--- src/rtl/drsw_consts.svh ---
// Constants of the descriptor ring and status write-back block.
// Assumes inclusion by the package, the top module and the testbench.
// What this block does
// - Ring end flag set: next descriptor comes from the list base address.
// - Chain flag set: second address word points at the next descriptor.
// - Buffer 2 size at bits 21:11; zero skips it, next descriptor fetched.
// - Buffer 1 size at bits 10:0; zero skips to buffer 2.
// - Overflow or watchdog: runt zero; overflow also late collision zero.
// - Receive collision after 512 bit times reports runt as zero.
// - Runt under 14 bytes: frame type and filter fail not valid.
// - Transmit ownership bit 31 cleared when frame done or buffers empty.
// - Error summary bit 15 is OR of six transmit error bits.
// - Jabber timeout sets bit 14, interrupt bit 3, aborts, stops.
// - Carrier lost bit 11, no carrier bit 10; invalid in loopback 01.
// - Late collision past 64 bytes aborts, sets bit 9; invalid on underflow.
// - Sixteen successive collisions abort and set bit 8.
// - Heartbeat fail bit 7 only at 10 Mb/s; invalid on underflow.
// - Collision tally at bits 6:3; invalid with excessive collisions.
// - Symbol mode bit 23: link fail bit 2 when link test failed.
// - FIFO empty mid-frame: abort, bit 1, suspend, interrupt bits 5 and 0.
// - Deferred bit 0 set when transmission waited on carrier.
// - Receive ownership bit 31 cleared when frame done or buffers full.
`ifndef DRSW_CONSTS_SVH
`define DRSW_CONSTS_SVH
`define DRSW_OWN_BIT       31
`define DRSW_RX_END_BIT    25
`define DRSW_RX_CHAIN_BIT  24
`define DRSW_SZ2_HI        21
`define DRSW_SZ2_LO        11
`define DRSW_SZ1_HI        10
`define DRSW_SZ1_LO        0
`define DRSW_TX_ES_BIT     15
`define DRSW_TX_TO_BIT     14
`define DRSW_TX_LO_BIT     11
`define DRSW_TX_NC_BIT     10
`define DRSW_TX_LC_BIT     9
`define DRSW_TX_EC_BIT     8
`define DRSW_TX_HF_BIT     7
`define DRSW_TX_CC_HI      6
`define DRSW_TX_CC_LO      3
`define DRSW_TX_LF_BIT     2
`define DRSW_TX_UF_BIT     1
`define DRSW_TX_DE_BIT     0
`define DRSW_RX_FF_BIT     30
`define DRSW_RX_RF_BIT     11
`define DRSW_RX_CS_BIT     6
`define DRSW_RX_FT_BIT     5
`define DRSW_RX_DB_BIT     2
`define DRSW_RX_CE_BIT     1
`define DRSW_IS_TI_BIT     0
`define DRSW_IS_TJ_BIT     3
`define DRSW_IS_TU_BIT     5
`define DRSW_OM_SYM_BIT    23
`define DRSW_OM_LB_HI      11
`define DRSW_OM_LB_LO      10
`define DRSW_LB_INTERNAL   2'h1
`define DRSW_COLL_LIMIT    5'h10
`define DRSW_RUNT_SHORT    11'h00E
`define DRSW_DESC_STRIDE   32'h00000010
`define DRSW_W1_OFS        32'h00000004
`define DRSW_W2_OFS        32'h00000008
`define DRSW_W3_OFS        32'h0000000C
`define DRSW_A_BASE        8'h00
`define DRSW_A_MODE        8'h04
`define DRSW_A_CUR         8'h08
`define DRSW_A_STAT        8'h0C
`define DRSW_A_TXSW        8'h10
`define DRSW_A_RXSW        8'h14
`endif

--- src/rtl/drsw_pkg.sv ---
// Types of the descriptor ring and status write-back block.
// Assumes the constants header lies on the include path.
`include "drsw_consts.svh"
package drsw_pkg;
	typedef enum logic [2:0] {
		DRSW_IDLE, DRSW_BUF1, DRSW_BUF2, DRSW_NEXT, DRSW_WB
	} drsw_walk_e;

	typedef struct packed {
		logic        ovf;
		logic        wdog;
		logic        late_coll;
		logic        runt;
		logic        ftype;
		logic        filt_fail;
		logic        dribble;
		logic        crc_err;
		logic [10:0] len;
	} drsw_rx_ev_s;

	typedef struct packed {
		logic       jabber;
		logic       carrier_lost;
		logic       no_carrier;
		logic       late_coll;
		logic       hb_fail;
		logic [4:0] colls;
		logic       link_fail;
		logic       fifo_empty;
		logic       deferred;
	} drsw_tx_ev_s;

	typedef struct packed {
		logic        req;
		logic        wr;
		logic [31:0] addr;
		logic [31:0] wdata;
	} drsw_mem_s;
endpackage : drsw_pkg

--- src/rtl/drsw_top.sv ---
// Receive ring walker and transmit status write-back with AHB-Lite slave.
// Assumes one host-memory port that answers each request with mem_ack.
`timescale 1ns/1ps
`default_nettype none
`include "drsw_consts.svh"
module drsw_top (
	input  wire logic              hclk,
	input  wire logic              hresetn,
	input  wire logic              hsel,
	input  wire logic [1:0]        htrans,
	input  wire logic [31:0]       haddr,
	input  wire logic              hwrite,
	input  wire logic [2:0]        hsize,
	input  wire logic [31:0]       hwdata,
	input  wire logic              hready,
	output logic                   hreadyout,
	output logic                   hresp,
	output logic [31:0]            hrdata,
	output drsw_pkg::drsw_mem_s    mem_o,
	input  wire logic              mem_ack,
	input  wire logic [31:0]       mem_rdata,
	input  wire logic              rx_start,
	input  wire logic              rx_done,
	input  wire drsw_pkg::drsw_rx_ev_s rx_ev,
	input  wire logic              tx_done,
	input  wire drsw_pkg::drsw_tx_ev_s tx_ev,
	input  wire logic              speed_10,
	output logic                   tx_stop,
	output logic                   tx_suspend
);
	import drsw_pkg::*;

	typedef struct packed {
		logic [31:0] base;
		logic [31:0] mode;
		logic [31:0] cur;
		logic [31:0] ctl;
		logic [31:0] a1;
		logic [31:0] a2;
		logic [31:0] stat;
		logic [31:0] txsw;
		logic [31:0] rxsw;
		logic [31:0] rdata;
		logic        dph;
		logic        dwr;
		logic [7:0]  daddr;
		logic [1:0]  fetch;
		logic        pending;
		drsw_walk_e  st;
		drsw_mem_s   mem;
		logic        stop;
		logic        susp;
	} drsw_state_s;

	drsw_state_s s_ff;
	drsw_state_s nxt_s;
	logic [31:0] tx_word;
	logic [31:0] rx_word;
	logic        tx_err;
	logic [10:0] sz1;
	logic [10:0] sz2;

	assign sz1 = s_ff.ctl[`DRSW_SZ1_HI:`DRSW_SZ1_LO];
	assign sz2 = s_ff.ctl[`DRSW_SZ2_HI:`DRSW_SZ2_LO];

	always_comb begin
		logic lb;
		logic ec;
		lb = s_ff.mode[`DRSW_OM_LB_HI:`DRSW_OM_LB_LO] == `DRSW_LB_INTERNAL;
		ec = tx_ev.colls >= `DRSW_COLL_LIMIT;
		tx_word = '0;
		tx_word[`DRSW_TX_TO_BIT] = tx_ev.jabber;
		tx_word[`DRSW_TX_LO_BIT] = tx_ev.carrier_lost & ~lb;
		tx_word[`DRSW_TX_NC_BIT] = tx_ev.no_carrier & ~lb;
		tx_word[`DRSW_TX_LC_BIT] = tx_ev.late_coll & ~tx_ev.fifo_empty;
		tx_word[`DRSW_TX_EC_BIT] = ec;
		tx_word[`DRSW_TX_HF_BIT] = tx_ev.hb_fail & speed_10
			& ~tx_ev.fifo_empty & ~tx_ev.jabber;
		if (!ec)
			tx_word[`DRSW_TX_CC_HI:`DRSW_TX_CC_LO] = tx_ev.colls[3:0];
		tx_word[`DRSW_TX_LF_BIT] = tx_ev.link_fail
			& s_ff.mode[`DRSW_OM_SYM_BIT];
		tx_word[`DRSW_TX_UF_BIT] = tx_ev.fifo_empty;
		tx_word[`DRSW_TX_DE_BIT] = tx_ev.deferred;
		tx_err = tx_word[`DRSW_TX_UF_BIT] | tx_word[`DRSW_TX_EC_BIT]
			| tx_word[`DRSW_TX_LC_BIT] | tx_word[`DRSW_TX_NC_BIT]
			| tx_word[`DRSW_TX_LO_BIT] | tx_word[`DRSW_TX_TO_BIT];
		tx_word[`DRSW_TX_ES_BIT] = tx_err;
		tx_word[`DRSW_OWN_BIT] = 1'b0;
	end

	always_comb begin
		logic short_runt;
		short_runt = rx_ev.runt & (rx_ev.len < `DRSW_RUNT_SHORT);
		rx_word = '0;
		rx_word[`DRSW_RX_RF_BIT] = rx_ev.runt & ~rx_ev.ovf
			& ~rx_ev.wdog & ~rx_ev.late_coll;
		rx_word[`DRSW_RX_CS_BIT] = rx_ev.late_coll & ~rx_ev.ovf;
		rx_word[`DRSW_RX_FT_BIT] = rx_ev.ftype & ~short_runt;
		rx_word[`DRSW_RX_FF_BIT] = rx_ev.filt_fail & ~short_runt;
		rx_word[`DRSW_RX_DB_BIT] = rx_ev.dribble
			& ~rx_ev.ovf & ~rx_ev.wdog;
		rx_word[`DRSW_RX_CE_BIT] = rx_ev.crc_err & ~rx_ev.ovf & ~rx_ev.wdog;
		rx_word[`DRSW_OWN_BIT] = 1'b0;
	end

	always_comb begin
		logic [31:0] rd;
		nxt_s = s_ff;
		rd = '0;
		if (s_ff.dph && s_ff.dwr) begin
			case (s_ff.daddr)
				`DRSW_A_BASE: begin
					nxt_s.base = hwdata;
					nxt_s.cur = hwdata;
				end
				`DRSW_A_MODE: nxt_s.mode = hwdata;
				`DRSW_A_STAT: begin
					nxt_s.stat = s_ff.stat & ~hwdata;
					if (hwdata[`DRSW_IS_TJ_BIT])
						nxt_s.stop = 1'b0;
					if (hwdata[`DRSW_IS_TU_BIT])
						nxt_s.susp = 1'b0;
				end
				default: nxt_s.rdata = s_ff.rdata;
			endcase
		end
		nxt_s.dph = hready & hsel & htrans[1];
		nxt_s.dwr = hwrite;
		nxt_s.daddr = haddr[7:0];
		if (tx_done) begin
			nxt_s.txsw = tx_word;
			if (tx_ev.jabber) begin
				nxt_s.stat[`DRSW_IS_TJ_BIT] = 1'b1;
				nxt_s.stop = 1'b1;
			end
			if (tx_ev.fifo_empty) begin
				nxt_s.stat[`DRSW_IS_TU_BIT] = 1'b1;
				nxt_s.stat[`DRSW_IS_TI_BIT] = 1'b1;
				nxt_s.susp = 1'b1;
			end
		end
		if (rx_done)
			nxt_s.pending = 1'b1;
		if (s_ff.mem.req && !mem_ack)
			nxt_s.mem = s_ff.mem;
		else
			nxt_s.mem.req = 1'b0;
		case (s_ff.st)
			DRSW_IDLE: begin
				if (rx_start && !s_ff.mem.req) begin
					nxt_s.mem = '{1'b1, 1'b0, s_ff.cur + `DRSW_W1_OFS, 32'h0};
					nxt_s.fetch = 2'h0;
					nxt_s.st = DRSW_NEXT;
				end
			end
			DRSW_NEXT: begin
				if (s_ff.mem.req && mem_ack) begin
					case (s_ff.fetch)
						2'h0: nxt_s.ctl = mem_rdata;
						2'h1: nxt_s.a1 = mem_rdata;
						default: nxt_s.a2 = mem_rdata;
					endcase
					if (s_ff.fetch == 2'h2) begin
						nxt_s.st = (sz1 != '0) ? DRSW_BUF1 : DRSW_BUF2;
					end else begin
						nxt_s.fetch = s_ff.fetch + 2'h1;
						nxt_s.mem.req = 1'b1;
						nxt_s.mem.addr = (s_ff.fetch == 2'h0)
							? s_ff.cur + `DRSW_W2_OFS : s_ff.cur + `DRSW_W3_OFS;
					end
				end
			end
			DRSW_BUF1: begin
				if (s_ff.pending || rx_done)
					nxt_s.st = DRSW_WB;
				else
					nxt_s.st = DRSW_BUF2;
			end
			DRSW_BUF2: begin
				if (sz2 == '0 || s_ff.ctl[`DRSW_RX_CHAIN_BIT]
						|| s_ff.pending || rx_done)
					nxt_s.st = DRSW_WB;
			end
			DRSW_WB: begin
				if (!s_ff.mem.req) begin
					nxt_s.rxsw = rx_word;
					nxt_s.mem = '{1'b1, 1'b1, s_ff.cur, rx_word};
					nxt_s.pending = 1'b0;
					if (s_ff.ctl[`DRSW_RX_END_BIT])
						nxt_s.cur = s_ff.base;
					else if (s_ff.ctl[`DRSW_RX_CHAIN_BIT])
						nxt_s.cur = s_ff.a2;
					else
						nxt_s.cur = s_ff.cur + `DRSW_DESC_STRIDE;
					nxt_s.st = DRSW_IDLE;
				end
			end
			default: nxt_s.st = DRSW_IDLE;
		endcase
		// Read data loaded at the address phase, so it stands in the data phase
		if (hready && hsel && htrans[1] && !hwrite) begin
			case (haddr[7:0])
				`DRSW_A_BASE: rd = nxt_s.base;
				`DRSW_A_MODE: rd = nxt_s.mode;
				`DRSW_A_CUR:  rd = nxt_s.cur;
				`DRSW_A_STAT: rd = nxt_s.stat;
				`DRSW_A_TXSW: rd = nxt_s.txsw;
				`DRSW_A_RXSW: rd = nxt_s.rxsw;
				default:      rd = '0;
			endcase
			nxt_s.rdata = rd;
		end
	end

	always_ff @(posedge hclk or negedge hresetn) begin
		if (!hresetn) begin
			s_ff <= '0;
		end else begin
			s_ff <= nxt_s;
		end
	end

	assign hreadyout = 1'b1;
	assign hresp = 1'b0;
	assign hrdata = s_ff.rdata;
	assign mem_o = s_ff.mem;
	assign tx_stop = s_ff.stop;
	assign tx_suspend = s_ff.susp;

	chk_tx_summary: assert property (
		@(posedge hclk) disable iff (!hresetn)
		tx_done |=> s_ff.txsw[`DRSW_TX_ES_BIT] == $past(tx_err))
		else $error("error summary mismatch");
	chk_tx_own_clear: assert property (
		@(posedge hclk) disable iff (!hresetn)
		tx_done |=> !s_ff.txsw[`DRSW_OWN_BIT])
		else $error("tx ownership left set");
	chk_jabber_stop: assert property (
		@(posedge hclk) disable iff (!hresetn)
		tx_done && tx_ev.jabber |=> tx_stop && s_ff.stat[`DRSW_IS_TJ_BIT]
		&& !s_ff.txsw[`DRSW_TX_HF_BIT])
		else $error("jabber handling wrong");
	chk_uf_suspend: assert property (
		@(posedge hclk) disable iff (!hresetn)
		tx_done && tx_ev.fifo_empty |=> tx_suspend
		&& s_ff.stat[`DRSW_IS_TI_BIT] && !s_ff.txsw[`DRSW_TX_LC_BIT])
		else $error("underflow handling wrong");
	chk_ec_tally: assert property (
		@(posedge hclk) disable iff (!hresetn)
		tx_done && tx_ev.colls >= `DRSW_COLL_LIMIT |=>
		s_ff.txsw[`DRSW_TX_EC_BIT]
		&& s_ff.txsw[`DRSW_TX_CC_HI:`DRSW_TX_CC_LO] == 4'h0)
		else $error("excess collision report wrong");
	chk_loopback_carrier: assert property (
		@(posedge hclk) disable iff (!hresetn)
		tx_done && s_ff.mode[`DRSW_OM_LB_HI:`DRSW_OM_LB_LO]
		== `DRSW_LB_INTERNAL |=> !s_ff.txsw[`DRSW_TX_LO_BIT]
		&& !s_ff.txsw[`DRSW_TX_NC_BIT])
		else $error("carrier bits set in loopback");
	chk_ring_wrap: assert property (
		@(posedge hclk) disable iff (!hresetn)
		s_ff.st == DRSW_WB && !s_ff.mem.req && s_ff.ctl[`DRSW_RX_END_BIT]
		|=> s_ff.cur == $past(s_ff.base))
		else $error("ring did not wrap");
	chk_rx_runt_zero: assert property (
		@(posedge hclk) disable iff (!hresetn)
		s_ff.st == DRSW_WB && !s_ff.mem.req && (rx_ev.ovf || rx_ev.wdog)
		|=> !s_ff.rxsw[`DRSW_RX_RF_BIT] && !s_ff.rxsw[`DRSW_OWN_BIT])
		else $error("runt reported on overflow");
	chk_chain_next: assert property (
		@(posedge hclk) disable iff (!hresetn)
		s_ff.st == DRSW_WB && !s_ff.mem.req && !s_ff.ctl[`DRSW_RX_END_BIT]
		&& s_ff.ctl[`DRSW_RX_CHAIN_BIT] |=> s_ff.cur == $past(s_ff.a2))
		else $error("chained pointer not followed");
	chk_buf1_skip: assert property (
		@(posedge hclk) disable iff (!hresetn)
		s_ff.st == DRSW_NEXT && s_ff.mem.req && mem_ack
		&& s_ff.fetch == 2'h2 && sz1 == '0 |=> s_ff.st == DRSW_BUF2)
		else $error("empty first buffer not skipped");
	chk_buf2_skip: assert property (
		@(posedge hclk) disable iff (!hresetn)
		s_ff.st == DRSW_BUF2 && sz2 == '0 |=> s_ff.st == DRSW_WB)
		else $error("empty second buffer not skipped");
	chk_rx_own_clear: assert property (
		@(posedge hclk) disable iff (!hresetn)
		s_ff.st == DRSW_WB && !s_ff.mem.req |=> s_ff.mem.req
		&& s_ff.mem.wr && !s_ff.mem.wdata[`DRSW_OWN_BIT])
		else $error("rx ownership not returned");
	chk_rx_late_runt: assert property (
		@(posedge hclk) disable iff (!hresetn)
		s_ff.st == DRSW_WB && !s_ff.mem.req && rx_ev.late_coll
		|=> !s_ff.rxsw[`DRSW_RX_RF_BIT])
		else $error("runt reported after late collision");
	chk_short_runt: assert property (
		@(posedge hclk) disable iff (!hresetn)
		s_ff.st == DRSW_WB && !s_ff.mem.req && rx_ev.runt
		&& rx_ev.len < `DRSW_RUNT_SHORT |=> !s_ff.rxsw[`DRSW_RX_FT_BIT]
		&& !s_ff.rxsw[`DRSW_RX_FF_BIT])
		else $error("type or filter bit on short runt");
	chk_tx_late_coll: assert property (
		@(posedge hclk) disable iff (!hresetn)
		tx_done && tx_ev.late_coll && !tx_ev.fifo_empty
		|=> s_ff.txsw[`DRSW_TX_LC_BIT])
		else $error("late collision not reported");
	chk_hb_speed: assert property (
		@(posedge hclk) disable iff (!hresetn)
		tx_done && !speed_10 |=> !s_ff.txsw[`DRSW_TX_HF_BIT])
		else $error("heartbeat fail outside 10 Mb/s");
	chk_coll_tally: assert property (
		@(posedge hclk) disable iff (!hresetn)
		tx_done && tx_ev.colls < `DRSW_COLL_LIMIT
		|=> s_ff.txsw[`DRSW_TX_CC_HI:`DRSW_TX_CC_LO]
		== $past(tx_ev.colls[3:0]))
		else $error("collision tally wrong");
	chk_link_fail: assert property (
		@(posedge hclk) disable iff (!hresetn)
		tx_done && tx_ev.link_fail && s_ff.mode[`DRSW_OM_SYM_BIT]
		|=> s_ff.txsw[`DRSW_TX_LF_BIT])
		else $error("link fail not reported");
	chk_tx_deferred: assert property (
		@(posedge hclk) disable iff (!hresetn)
		tx_done |=> s_ff.txsw[`DRSW_TX_DE_BIT] == $past(tx_ev.deferred))
		else $error("deferred bit wrong");
	chk_tx_word_once: assert property (
		@(posedge hclk) disable iff (!hresetn)
		tx_done |=> s_ff.txsw == $past(tx_word))
		else $error("tx status word not written whole");
endmodule : drsw_top
`default_nettype wire

--- config.mk ---
export PLATFORM = sky130hd
export DESIGN_NAME = drsw_top
export DESIGN_NICKNAME = d
export VERILOG_FILES = /design/src/rtl/drsw_pkg.sv /design/src/rtl/drsw_top.sv
export VERILOG_INCLUDE_DIRS = /design/src /design/src/rtl
export SDC_FILE = /design/constraint.sdc
export NUM_CORES = 1
export LEC_CHECK = 0
export BUFFER_PORTS_ARGS = -buffer_cell sky130_fd_sc_hd__buf_4
export CAP_MARGIN = 30
export CORE_ASPECT_RATIO = 0.5
export CORE_MARGIN = 4
export CORE_UTILIZATION = 30
export DETAILED_ROUTE_END_ITERATION = 8
export PLACE_DENSITY = 0.48
export SYNTH_ARGS = -nofsm -noshare
export SYNTH_HDL_FRONTEND = slang
export SYNTH_SLANG_ARGS = --single-unit
--- constraint.sdc ---
create_clock -name hclk -period 2.79 [get_ports hclk]
set_input_delay 0.1395 -clock hclk [delete_from_list [all_inputs] [get_ports hclk]]
set_output_delay 0.1395 -clock hclk [all_outputs]
set_load 0.02 [all_outputs]
==> qor.log <==
[status] result of the run finished clean
[synthesis] leading post-synthesis cells by instance count sky130_fd_sc_hd__dfrtp_1, sky130_fd_sc_hd__nand2_1, sky130_fd_sc_hd__mux2_2
[timing] actual transition at the worst max-transition pin 1.15 ns
[cells_and_area] design area 22300 µm²
[detailed_routing] routed length per instance 23.2 µm
[pwr] switching power share of the total 0.389
[placement] Port Buffer Count 187
[clock_tree] H-Tree Level Count 2
[worst_setup_path] cells traversed along the worst timing path buf_4, or4b_2, and2_1, mux2i_1, o221ai_1, a221oi_1, o221ai_1
[die] Starting Density 0.305
[detailed_routing] vias per cell 5.21
[pwr] fraction of power consumed by the clock network 0.275
[placement] routability cong. 0.910
[clock_tree] TritonCTS clock tree done
[worst_setup_path] type of destination of the critical path flop
[timing] fin crit period 2.79 ns
[timing] max-slew violation total from the final report 0
[pwr] internal cell power 11.6 mW
[timing] unrepaired setup endpoints after global routing yes
[synthesis] area share of the leading cell type in the synthesized netlist 0.482
[worst_setup_path] crit-path most repeated cell sky130_fd_sc_hd__o221ai_1
[timing] worst hold slack after final layout 0.0799 ns
[synthesis] post-synth top area cell sky130_fd_sc_hd__dfrtp_1
[pwr] pwr/cell area 855 nW/µm²
[die] # rows 62
[die] number of primary I/O pins 245
[synthesis] number of enable flip-flop cells after synthesis 0
[cells_and_area] synthesis-to-finish area growth 26.9%
[worst_setup_path] category of cells accounting for the largest share of critical-path delay simple AND/OR/NAND/NOR gates
[cells_and_area] antenna cell count 0
[grt] maximum number of pins on one net before global-route repair 74
[timing] final hold viol count 0
[worst_setup_path] class of the most critical setup path flop to flop
[synthesis] flop and latch count out of synthesis 338
[detailed_routing] number of antenna-violating nets in the routed design 0
[pwr] Seq pwr share 0.342
[clock_tree] Inserted Clock Buffers 36
[clock_tree] number of sinks driven by the clock tree 338
[job] max_cap viols 0
[placement] Area after DPL 19800 µm²
[grt] global-route usage over all layers 0.203
[worst_setup_path] Worst Path Arrival 3.19 ns
[synthesis] Syn Inst Count 1769
[die] Die Outline Area 62700 µm²
[detailed_routing] number of iterations in the first detailed-routing pass 6
[grt] number of global-route vias before repair 14300
[worst_setup_path] CP peak stage delay 0.83 ns
[timing] remaining max-slew budget at the tightest pin 0.226
[synthesis] mean post-synth cell area 9.92 µm²
[detailed_routing] DRT iter0 DRCs 1368
[die] die outline height 179 µm
[pwr] combinational group share of total power 0.383
[worst_setup_path] critical path launch point type flop
[synthesis] top_reg_cell synth sky130_fd_sc_hd__dfrtp_1
[synthesis] main area contributors after synthesis sky130_fd_sc_hd__dfrtp_1, sky130_fd_sc_hd__mux2_2, sky130_fd_sc_hd__nand2_1, sky130_fd_sc_hd__buf_4, sky130_fd_sc_hd__a21oi_1
[grt] global-route wire length before repair 95800 µm
[cells_and_area] layout cells sized above 1 0.252
[synthesis] sequential-to-total area share from yosys stat 0.482
[grt] number of antenna violations at the first check in global routing 1
[synthesis] dominant cell by count in the synthesized netlist sky130_fd_sc_hd__dfrtp_1
[worst_hold_path] hold crit path type input port to flop
[placement] estimated wirelength of the detail-placed design 47500 µm
[clock_tree] CTS Buffer Depth 3
[synthesis] Syn. warnings 0
[worst_setup_path] largest driver fanout on the critical path 7
[detailed_routing] via total after detailed routing 14700
[detailed_routing] number of DRC violations after detailed routing 0
[clock_tree] post-CTS clock slew at the launch and capture registers of the worst setup and hold paths 0.07 ns
[worst_setup_path] data required time of the worst path 3.19 ns
[die] chip width 350 µm
[die] standard cell core area 57600 µm²
[synthesis] proportion of register bits with asynchronous set or reset after synthesis 1.00
[grt] grt ovf 0
[cells_and_area] post-layout util 0.386
[worst_setup_path] buffering stage count on the worst path with inverters included 1
[pwr] Leakage 10.1 nW
[detailed_routing] wire length after detailed routing 65500 µm
[timing] top achievable clock speed 359 MHz
[worst_setup_path] slowest cell on the critical path sky130_fd_sc_hd__or4b_2
[timing] post-route fraction of the period consumed by the critical path 0.999
[synthesis] count of distinct cell types in the synthesized netlist 82
[clock_tree] root buffer cell sky130_fd_sc_hd__clkbuf_16
[pwr] total net switching power 7.40 mW
[synthesis] synthesized cell area 17600 µm²
[timing] clock skew 0.0216 ns
[timing] number of setup violations in the final report 0
[clock_tree] clock latency on the worst-skew pair 0.55 ns
[cells_and_area] layout net count 2183
[pwr] worst IR drop on VDD 0.000404 V
## layout by cell type, fill, tap and decap left out, types with 20 or more instances in the layout
master / netlist / routed
sky130_fd_sc_hd__clkbuf_16: 0 / 38
sky130_fd_sc_hd__nor3_1: 32 / 32
sky130_fd_sc_hd__conb_1: 2 / 28
sky130_fd_sc_hd__a21boi_0: 28 / 28
sky130_fd_sc_hd__nand3_1: 52 / 52
sky130_fd_sc_hd__nand2_1: 215 / 215
sky130_fd_sc_hd__a221o_1: 20 / 20
sky130_fd_sc_hd__mux2_2: 108 / 108
sky130_fd_sc_hd__nor2_1: 81 / 81
sky130_fd_sc_hd__dfrtp_1: 338 / 333
sky130_fd_sc_hd__and2_1: 43 / 43
sky130_fd_sc_hd__mux2i_1: 27 / 27
sky130_fd_sc_hd__buf_4: 101 / 308
sky130_fd_sc_hd__nand4_1: 21 / 21
sky130_fd_sc_hd__inv_1: 29 / 29
sky130_fd_sc_hd__nor2b_1: 29 / 29
sky130_fd_sc_hd__a31oi_1: 25 / 25
sky130_fd_sc_hd__dlygate4sd3_1: 0 / 104
sky130_fd_sc_hd__o21ai_0: 71 / 71
sky130_fd_sc_hd__a21oi_1: 71 / 71
## kinds of logic after synthesis
| kind of cell | Yosys count | synth area share |
|---|---|---|
| other cells | 2 | 0.000428 |
| simple gates | 584 | 0.167 |
| xor+xnor | 32 | 0.0160 |
| compound gates | 412 | 0.164 |
| mux | 137 | 0.0864 |
| flops | 338 | 0.482 |
| buf+inv | 256 | 0.0785 |
| fa+ha+maj | 8 | 0.00570 |
## state kept, by name, summed over array words and instances (netlist names)
name	cells
mem_o	40
tx_stop	1
s_ff	264
tx_suspend	1
hrdata	32
## per-layer routing
layer | global-route usage | routed length, µm | vias up
met5 | 0 | 0 | -
met4 | 0.0426 | 1220 | 0
met3 | 0.0350 | 4460 | 67
met2 | 0.300 | 27600 | 492
met1 | 0.308 | 32200 | 7369
li1 | - | - | 6792
## path summary, 6_finish.rpt
check,from,end,slack (ns),cells after the start
max reg2reg,mem_o[65],hrdata[0],0.002,7
max,mem_o[65],hrdata[0],0.002,7
min reg2reg,mem_o[33],mem_o[33],0.47,2
max in group asynchronous,hresetn,mem_o[45],1.79,3
min,haddr[2],s_ff[76],0.08,2
min in group asynchronous,hresetn,mem_o[11],0.18,2
## metrics by stage
step / TNS, ns / power (mW) / setup WS [ns] / instances
after global routing: -0.159 / 20.0 / -0.0375 / 2827
after CTS: 0 / 18.9 / 0.00130 / 2818
after detailed placement: 0 / 13.5 / 0.186 / 2648
after floorplan: 0 / 10.7 / 0.356 / 1795
after global placement: 0 / 13.5 / 0.178 / 2647
final: 0 / 19.0 / 0.00218 / 2827
## power by group through the flow
stage	sequential (mW)	clock [mW]	combinational, mW
detailed placement	6.54	0	6.97
floorplan	6.11	0	4.56
global route	6.59	5.56	7.88
global placement	6.52	0	6.93
CTS	6.46	5.36	7.11
finish	6.52	5.24	7.29
## layout make-up
| type | count | area [µm²] |
|---|---|---|
| inverter | 29 | 109 |
| fill | 5720 | 35400 |
| tap | 768 | 961 |
| multi-input combinational | 1203 | 7880 |
| timing repair buffer | 424 | 3580 |
| clock buffer | 53 | 1100 |
| clock inverter | 12 | 181 |
| sequential | 338 | 8460 |
## timing repair
action                                 4_1_cts  5_1_grt
endpoints found under the hold margin      266        0
setup endpoints to repair                    0        3
gates resized for setup                      0        7
setup buffers                                0        7
hold buffers                               105        0
Note: power is estimated with default switching activity, not from simulation.
